<file path="src/common/rtc_pkg.sv">
// constants and carriers for the clockwatch load, year and prescaler block
// assumes a 32-bit avalon-mm register port and a 32 kHz slow clock pin

package rtc_pkg;

  // ==========================================================
  // register map
  localparam logic [7:0] CAL_PRESET_OFS  = 8'h08;
  localparam logic [7:0] YEAR_CUR_OFS    = 8'h0c;
  localparam logic [7:0] YEAR_MATCH_OFS  = 8'h10;
  localparam logic [7:0] YEAR_PRESET_OFS = 8'h14;
  localparam logic [7:0] CTRL_OFS        = 8'h18;

  // ==========================================================
  // field layouts and reset values
  localparam int YEAR_W = 14;
  localparam int FACTOR_W = 15;
  localparam int TRIM_W = 10;

  typedef struct packed {
    logic [2:0] rsvd;
    logic [3:0] preset_month;
    logic [4:0] preset_monthday;
    logic [2:0] preset_weekday;
    logic [4:0] preset_hours;
    logic [5:0] preset_minutes;
    logic [5:0] preset_seconds;
  } calendar_t;

  typedef struct packed {
    logic [4:0]          rsvd_hi;
    logic                calendar_enable_lock;
    logic [TRIM_W-1:0]   trim_pulse_count;
    logic                rsvd_lo;
    logic [FACTOR_W-1:0] prescale_factor;
  } ctrl_t;

  localparam logic [31:0] CAL_MASK = 32'h1fff_ffff;
  localparam logic [31:0] YEAR_MASK = 32'h0000_3fff;
  localparam logic [31:0] CTRL_MASK = 32'h07ff_7fff;
  localparam logic [31:0] CAL_RESET = 32'h0000_0000;
  localparam logic [YEAR_W-1:0] YEAR_RESET = 14'h2000;
  localparam logic [YEAR_W-1:0] YEAR_PRESET_RESET = 14'h0000;
  localparam logic [FACTOR_W-1:0] FACTOR_RESET = 15'h7fff;
  localparam logic [TRIM_W-1:0] TRIM_RESET = 10'h000;

  // trim window spans 1023 slow cycles: counts 0 to 1022
  localparam logic [TRIM_W-1:0] TRIM_WIN_LAST = 10'h3fe;

  // ==========================================================
  // byte lane merge for avalon writes
  function automatic logic [31:0] be_merge(input logic [31:0] old_v,
                                           input logic [31:0] new_v,
                                           input logic [3:0]  be);
    logic [31:0] r;
    r = old_v;
    for (int i = 0; i < 4; i++) begin
      if (be[i]) begin
        r[i*8 +: 8] = new_v[i*8 +: 8];
      end
    end
    return r;
  endfunction

endpackage

</file>
<file path="src/design/bcd_digit.sv">
// one bcd digit of the running year counter, with load and carry
// assumes load and increment come from logic on the same clock

`timescale 1ns/100ps

module bcd_digit #(
  parameter int          W     = 4,
  parameter logic [3:0]  LAST  = 4'h9,
  parameter logic [3:0]  RESET = 4'h0
) (
  input  wire logic         clk_i,
  input  wire logic         reset_i,
  input  wire logic         load_i,
  input  wire logic [W-1:0] load_val_i,
  input  wire logic         inc_i,
  output logic [W-1:0]      digit_o,
  output logic              carry_o
);

  logic [W-1:0] digit_q;

  // carry on the last code lets the digit wrap to zero
  assign carry_o = inc_i && (digit_q == LAST[W-1:0]);
  assign digit_o = digit_q;

  always_ff @(posedge clk_i or posedge reset_i) begin
    if (reset_i) begin
      digit_q <= RESET[W-1:0];
    end else if (load_i) begin
      digit_q <= load_val_i;
    end else if (carry_o) begin
      digit_q <= '0;
    end else if (inc_i) begin
      digit_q <= digit_q + W'(1);
    end
  end

endmodule

</file>
<file path="src/design/rtc_clockwatch.sv">
// clockwatch presets, year counter and slow clock prescaler with trim
// assumes avalon-mm with waitrequest on clk_i and a free 32 kHz pin

`timescale 1ns/100ps

module rtc_clockwatch (
  input  wire logic              clk_i,
  input  wire logic              reset_i,
  input  wire logic [7:0]        address_i,
  input  wire logic              read_i,
  input  wire logic              write_i,
  input  wire logic [31:0]       writedata_i,
  input  wire logic [3:0]        byteenable_i,
  output logic [31:0]            readdata_o,
  output logic                   waitrequest_o,
  input  wire logic              slow_clock_i,
  input  wire logic              year_advance_i,
  output logic                   one_hz_tick_o,
  output logic                   timer_ref_o,
  output logic                   calendar_load_o,
  output logic                   clockwatch_enabled_o,
  output logic                   year_match_o,
  output rtc_pkg::calendar_t     preset_o,
  output logic [13:0]            current_year_o
);

  // ==========================================================
  // bus slave
  logic        wait_q;
  logic [31:0] rdata_q;
  logic        wr_go;
  logic        rd_go;

  // every access answers after one wait state
  assign wr_go = write_i && !wait_q;
  assign rd_go = read_i && !wait_q;

  always_ff @(posedge clk_i or posedge reset_i) begin
    if (reset_i) begin
      wait_q <= 1'b1;
    end else if ((read_i || write_i) && wait_q) begin
      wait_q <= 1'b0;
    end else begin
      wait_q <= 1'b1;
    end
  end

  assign waitrequest_o = wait_q;
  assign readdata_o = rdata_q;

  // ==========================================================
  // registers
  rtc_pkg::calendar_t   cal_q;
  rtc_pkg::ctrl_t       ctrl_q;
  rtc_pkg::ctrl_t       ctrl_wr;
  logic [13:0]          year_cmp_q;
  logic [13:0]          year_pre_q;
  logic [13:0]          year_cur;
  logic                 lock_prev_q;
  logic                 load_go;

  assign ctrl_wr = rtc_pkg::ctrl_t'(rtc_pkg::be_merge(ctrl_q, writedata_i, byteenable_i)
                                    & rtc_pkg::CTRL_MASK);

  // weekday and month codes are stored as written; the device trusts software
  always_ff @(posedge clk_i or posedge reset_i) begin
    if (reset_i) begin
      cal_q <= rtc_pkg::CAL_RESET;
    end else if (wr_go && address_i == rtc_pkg::CAL_PRESET_OFS) begin
      cal_q <= rtc_pkg::calendar_t'(rtc_pkg::be_merge(cal_q, writedata_i, byteenable_i)
                                    & rtc_pkg::CAL_MASK);
    end
  end

  always_ff @(posedge clk_i or posedge reset_i) begin
    if (reset_i) begin
      year_cmp_q <= rtc_pkg::YEAR_RESET;
    end else if (wr_go && address_i == rtc_pkg::YEAR_MATCH_OFS) begin
      year_cmp_q <= rtc_pkg::YEAR_W'(rtc_pkg::be_merge(32'(year_cmp_q), writedata_i,
                                                       byteenable_i));
    end
  end

  always_ff @(posedge clk_i or posedge reset_i) begin
    if (reset_i) begin
      year_pre_q <= rtc_pkg::YEAR_PRESET_RESET;
    end else if (wr_go && address_i == rtc_pkg::YEAR_PRESET_OFS) begin
      year_pre_q <= rtc_pkg::YEAR_W'(rtc_pkg::be_merge(32'(year_pre_q), writedata_i,
                                                       byteenable_i));
    end
  end

  // once locked nothing in the control word moves until power-on reset
  always_ff @(posedge clk_i or posedge reset_i) begin
    if (reset_i) begin
      ctrl_q <= '0;
      ctrl_q.prescale_factor <= rtc_pkg::FACTOR_RESET;
      ctrl_q.trim_pulse_count <= rtc_pkg::TRIM_RESET;
    end else if (wr_go && address_i == rtc_pkg::CTRL_OFS && !ctrl_q.calendar_enable_lock) begin
      ctrl_q <= ctrl_wr;
    end
  end

  always_ff @(posedge clk_i or posedge reset_i) begin
    if (reset_i) begin
      rdata_q <= '0;
    end else if (read_i && wait_q) begin
      case (address_i)
        rtc_pkg::CAL_PRESET_OFS:  rdata_q <= cal_q & rtc_pkg::CAL_MASK;
        rtc_pkg::YEAR_CUR_OFS:    rdata_q <= 32'(year_cur);
        rtc_pkg::YEAR_MATCH_OFS:  rdata_q <= 32'(year_cmp_q);
        rtc_pkg::YEAR_PRESET_OFS: rdata_q <= 32'(year_pre_q);
        rtc_pkg::CTRL_OFS:        rdata_q <= ctrl_q & rtc_pkg::CTRL_MASK;
        default:                  rdata_q <= '0;
      endcase
    end
  end

  // ==========================================================
  // enable edge and preset load
  always_ff @(posedge clk_i or posedge reset_i) begin
    if (reset_i) begin
      lock_prev_q <= 1'b0;
    end else begin
      lock_prev_q <= ctrl_q.calendar_enable_lock;
    end
  end

  assign load_go = ctrl_q.calendar_enable_lock && !lock_prev_q;

  always_ff @(posedge clk_i or posedge reset_i) begin
    if (reset_i) begin
      calendar_load_o <= 1'b0;
    end else begin
      calendar_load_o <= load_go;
    end
  end

  assign preset_o = cal_q;
  assign clockwatch_enabled_o = ctrl_q.calendar_enable_lock;

  // ==========================================================
  // running year, bcd digits 3999 wraps to 0
  // padded so the top two-bit digit never slices past the 14-bit reset value
  localparam logic [15:0] YEAR_RESET_PAD = 16'(rtc_pkg::YEAR_RESET);
  logic [4:0] carry;

  assign carry[0] = year_advance_i && ctrl_q.calendar_enable_lock && !load_go;

  for (genvar g = 0; g < 4; g++) begin : g_digit
    localparam int DW = (g == 3) ? 2 : 4;
    localparam logic [3:0] DL = (g == 3) ? 4'h3 : 4'h9;
    localparam logic [3:0] DR = YEAR_RESET_PAD[g*4 +: 4];
    bcd_digit #(
      .W     (DW),
      .LAST  (DL),
      .RESET (DR)
    ) u_digit (
      .clk_i      (clk_i),
      .reset_i    (reset_i),
      .load_i     (load_go),
      .load_val_i (year_pre_q[g*4 +: DW]),
      .inc_i      (carry[g]),
      .digit_o    (year_cur[g*4 +: DW]),
      .carry_o    (carry[g+1])
    );
  end

  assign current_year_o = year_cur;

  always_ff @(posedge clk_i or posedge reset_i) begin
    if (reset_i) begin
      year_match_o <= 1'b0;
    end else begin
      year_match_o <= (year_cur == year_cmp_q);
    end
  end

  // ==========================================================
  // slow clock pin: two flops, then edge detect on the second
  logic sync1_q;
  logic sync2_q;
  logic sync3_q;
  logic slow_tick;

  always_ff @(posedge clk_i or posedge reset_i) begin
    if (reset_i) begin
      sync1_q <= 1'b0;
      sync2_q <= 1'b0;
      sync3_q <= 1'b0;
    end else begin
      sync1_q <= slow_clock_i;
      sync2_q <= sync1_q;
      sync3_q <= sync2_q;
    end
  end

  assign slow_tick = sync2_q && !sync3_q;

  // ==========================================================
  // trim: the first n slow ticks of each 1023-tick window are dropped
  logic [9:0] trim_win_q;
  logic       trim_drop;
  logic       eff_tick;

  always_ff @(posedge clk_i or posedge reset_i) begin
    if (reset_i) begin
      trim_win_q <= '0;
    end else if (slow_tick) begin
      if (trim_win_q == rtc_pkg::TRIM_WIN_LAST) begin
        trim_win_q <= '0;
      end else begin
        trim_win_q <= trim_win_q + 10'h001;
      end
    end
  end

  assign trim_drop = trim_win_q < ctrl_q.trim_pulse_count;
  assign eff_tick = slow_tick && !trim_drop;

  // ==========================================================
  // prescaler: reload with the factor, tick when the count is spent
  logic [14:0] div_q;
  logic        factor_zero;

  assign factor_zero = ctrl_q.prescale_factor == '0;

  always_ff @(posedge clk_i or posedge reset_i) begin
    if (reset_i) begin
      div_q <= rtc_pkg::FACTOR_RESET;
    end else if (eff_tick) begin
      if (div_q == '0) begin
        div_q <= ctrl_q.prescale_factor;
      end else begin
        div_q <= div_q - 15'h0001;
      end
    end
  end

  // the clockwatch reference halts on a zero factor; the timer then sees every tick that trim keeps
  always_ff @(posedge clk_i or posedge reset_i) begin
    if (reset_i) begin
      one_hz_tick_o <= 1'b0;
      timer_ref_o <= 1'b0;
    end else begin
      one_hz_tick_o <= eff_tick && div_q == '0 && !factor_zero;
      timer_ref_o <= eff_tick && (factor_zero || div_q == '0);
    end
  end

  // ==========================================================
  // checks
  property p_year_bcd;
    @(posedge clk_i) disable iff (reset_i)
    year_cur[3:0] <= 4'h9 && year_cur[7:4] <= 4'h9 && year_cur[11:8] <= 4'h9;
  endproperty
  a_year_bcd: assert property (p_year_bcd) else $error("year digit out of bcd range");

  property p_year_wrap;
    @(posedge clk_i) disable iff (reset_i)
    (carry[0] && !load_go && year_cur == 14'h3999) |=> year_cur == 14'h0000;
  endproperty
  a_year_wrap: assert property (p_year_wrap) else $error("year did not wrap to zero");

  property p_match;
    @(posedge clk_i) disable iff (reset_i)
    !$past(reset_i) |-> year_match_o == ($past(year_cur) == $past(year_cmp_q));
  endproperty
  a_match: assert property (p_match) else $error("year match flag wrong");

  property p_load;
    @(posedge clk_i) disable iff (reset_i)
    load_go |=> year_cur == $past(year_pre_q) && calendar_load_o;
  endproperty
  a_load: assert property (p_load) else $error("preset year not loaded on enable");

  property p_divide;
    @(posedge clk_i) disable iff (reset_i)
    (eff_tick && div_q == '0 && !factor_zero) |=> one_hz_tick_o && div_q == $past(ctrl_q.prescale_factor);
  endproperty
  a_divide: assert property (p_divide) else $error("prescaler did not tick and reload");

  property p_zero_factor;
    @(posedge clk_i) disable iff (reset_i)
    (factor_zero && eff_tick) |=> timer_ref_o && !one_hz_tick_o;
  endproperty
  a_zero_factor: assert property (p_zero_factor) else $error("zero factor reference wrong");

  property p_trim;
    @(posedge clk_i) disable iff (reset_i)
    (slow_tick && trim_win_q < ctrl_q.trim_pulse_count) |=> !timer_ref_o && !one_hz_tick_o;
  endproperty
  a_trim: assert property (p_trim) else $error("trimmed pulse reached the prescaler");

  property p_locked;
    @(posedge clk_i) disable iff (reset_i)
    (ctrl_q.calendar_enable_lock && wr_go && address_i == rtc_pkg::CTRL_OFS) |=> $stable(ctrl_q);
  endproperty
  a_locked: assert property (p_locked) else $error("control changed while locked");

  property p_lock_holds;
    @(posedge clk_i) disable iff (reset_i)
    ctrl_q.calendar_enable_lock |=> ctrl_q.calendar_enable_lock [*3];
  endproperty
  a_lock_holds: assert property (p_lock_holds) else $error("enable lock released");

  property p_reserved;
    @(posedge clk_i) disable iff (reset_i)
    (rd_go && address_i == rtc_pkg::YEAR_CUR_OFS) |-> readdata_o[31:14] == '0;
  endproperty
  a_reserved: assert property (p_reserved) else $error("reserved bits read nonzero");

endmodule

</file>
<file path="config.mk">
export PLATFORM = sky130hd
export DESIGN_NAME = rtc_clockwatch
export DESIGN_NICKNAME = d
export VERILOG_FILES = /design/src/common/rtc_pkg.sv /design/src/design/bcd_digit.sv /design/src/design/rtc_clockwatch.sv
export SDC_FILE = /design/constraint.sdc
export NUM_CORES = 1
export LEC_CHECK = 0
export ABC_AREA = 1
export BUFFER_PORTS_ARGS = -buffer_cell sky130_fd_sc_hd__buf_2
export CELL_PAD_IN_SITES_DETAIL_PLACEMENT = 1
export CELL_PAD_IN_SITES_GLOBAL_PLACEMENT = 1
export CORE_MARGIN = 5
export CORE_UTILIZATION = 45
export DETAILED_ROUTE_END_ITERATION = 12
export PLACE_DENSITY_LB_ADDON = 0.25
export SYNTH_ARGS = -nofsm -noshare
export SYNTH_HDL_FRONTEND = slang
export SYNTH_HIERARCHICAL = 1
export SYNTH_SLANG_ARGS = --single-unit
</file>
<file path="constraint.sdc">
create_clock -name clk_i -period 8.3 [get_ports clk_i]
set_clock_uncertainty 0.15 [all_clocks]
set_input_delay 2.075 -clock clk_i [delete_from_list [all_inputs] [get_ports clk_i]]
set_output_delay 2.075 -clock clk_i [all_outputs]
set_load 0.05 [all_outputs]
</file>
==> summary.txt <==
Status
  – Outcome: complete, no violations

CTS
  – CTS Buf Count: 17
  – # H-tree levels: 4
  – CTS max path bufs: 2
  – CTS Hold Bufs: 0
  – Setup Fix Bufs, Post-CTS: 0
  – Root Driver: clkbuf_16
  – CTS tree: done
  – Worst-Skew Late Latency: 0.44 ns
  – Worst-path clk slew: 0.07 ns
  – CTS Sinks: 160
  – # resized after CTS: 0

Logic synthesis
  – Cells after synthesis: approximately 1100
  – Synth warn: 6
  – Avg Synthesized Cell Area: approximately 7.6 sq um
  – Cell area after synthesis: around 0.0087 sq mm

Drt
  – ANT nets after route: 0
  – DRC Markers: 0
  – Via Count: around 8100
  – Final WL: roughly 27 mm
  – 1st-pass router iterations: 4
  – Vias/cell: 5.27
  – WL per Instance: 17.7 um
  – DRT iter0 DRCs: 346

Finish
  – P&R area growth vs syn: 15.7%
  – Most common cell after layout, fill and taps aside: nand2_1
  – Most frequent cells in the layout: nand2_1 (357), inv_1 (138), dfrtp_1 (127), buf_2 (124), nor2_1 (115)
  – Post-route insts no fill: 1535
  – Share of cells above drive strength 1: about a fifth
  – Final Net Count: 1332
  – # diodes: 0

Die
  – Die width: approximately 150 um
  – Area of the core: about 0.019 sq mm
  – Initial Util: a little under half
  – Row Count: 50
  – Die height: 149 um
  – I/O pin total: roughly 130
  – Die Area: around 0.022 sq mm

STA
  – Max_slew headroom: between 20% and 30%
  – Final Max Slew Viols: 0
  – Unrepaired setup endpoints after global routing: false
  – Fin. Hold Viols: 0
  – TNS Setup: 0 ns
  – Final min period: 4.01 ns
  – Final setup vio count: 0
  – Fmax: around 0.25 GHz
  – Worst slew pin tran: approximately 1.1 ns
  – Crit share post-route: roughly half

Placement
  – GPL Wtd Cong: 0.862
  – DP HPWL: around 20 mm
  – Port bufs: ~120
  – Placed cells: approximately 1500

Power
  – Total power: 0.00215 W
  – Leak: ~5.4 nW
  – PwrDens: ~210 mW/mm^2
  – Peak supply drop: 0.125 mV

Critical path
  – Startpoint Class: input port
  – Crit path cell chain: buf_2 > inv_1 > nand3_2 > nor2_4 > nand2_4 > nor2_8 > nand2_2 > nand2_1 > o21ai_2
  – Critical path arrival: around 4.2 ns
  – Buffers & Inverters on Critical Path: 2
  – Top delay family on crit path: simple AND/OR/NAND/NOR gates
  – CP required: roughly 8.5 ns
  – Worst Setup End Kind: flop
  – Worst setup path category: in -> reg
  – Critical-path maximum fanout: 19
  – CP max stage cell: nor2_4
  – Slowest stage delay, CP: ~0.55 ns

Job
  – Max-Cap Viols: 0

Global route
  – Largest net degree at the start of global routing: 78
  – Vias in the first global route: 8680
  – Initial antenna violation count: 0
  – Global-route wire length before repair: between 40 and 50 mm
  – Total track usage: roughly 25%
  – Gr ovfl total: 0

Hold path
  – HP Class: reg -> reg
-- registers in the layout, summed over array words and instances, names as in the netlist, 10 cells and up --
signal,flops
ctrl_q,25
div_q,15
g_digit.u_digit/digit_o,14
preset_o,29
readdata_o,29
trim_win_q,10
year_cmp_q,14
year_pre_q,14
-- power by group --
part           switching [W]  internal (W)  leakage, nW
combinational       0.000311      0.000118         3.18
clock               0.000360      0.000433        0.288
sequential          0.000101      0.000831         1.90
total               0.000772       0.00138         5.37
-- path summary, 6_finish.rpt --
path	from	end	slack [ns]	cells after the start
max reg2reg	clockwatch_enabled_o$_DFFE_PP0P_	g_digit[3].u_digit/digit_o[0]$_DFFE_PP0P_	5.59	13
min reg2reg	sync1_q$_DFF_PP0_	sync2_q$_DFF_PP0_	0.21	0
max	address_i[0]	preset_o[10]$_DFFE_PP0P_	4.29	9
min	sync1_q$_DFF_PP0_	sync2_q$_DFF_PP0_	0.21	0
min in group asynchronous	reset_i	g_digit[3].u_digit/digit_o[0]$_DFFE_PP0P_	1.43	2
max in group asynchronous	reset_i	year_match_o$_DFF_PP0_	4.92	3
-- cell type report --
cell class,instances,area (sq um)
fillers,2469,8830
flip-flops and latches,160,4050
multi-input cells,808,3900
repair buffers,128,651
inverters,147,557
clock buffers,19,443
well taps,260,325
clock inverters,13,140
-- layer usage --
metal / wire length, um / vias up / global-route usage, %
li1: - / 3857 / -
met1: 11900 / 4035 / 32.0
met2: 14000 / 155 / 45.1
met3: 874 / 37 / 3.98
met4: 461 / 0 / 6.77
met5: 0 / - / 0
-- metrics by stage --
stage / util [%] / setup WS [ns] / cell area [sq um] / hold slack, ns
final: 53.3 / 4.29 / 10100 / 0.208
after CTS: 53.3 / 4.29 / 10100 / 0.215
after global routing: 53.3 / 4.12 / 10100 / 0.229
after floorplan: - / 2.20 / 8720 / 0.181
after global placement: 50.2 / 3.92 / 9480 / 0.205
after detailed placement: 50.2 / 3.87 / 9480 / 0.186
No activity file was read; power rests on OpenSTA's default activity.
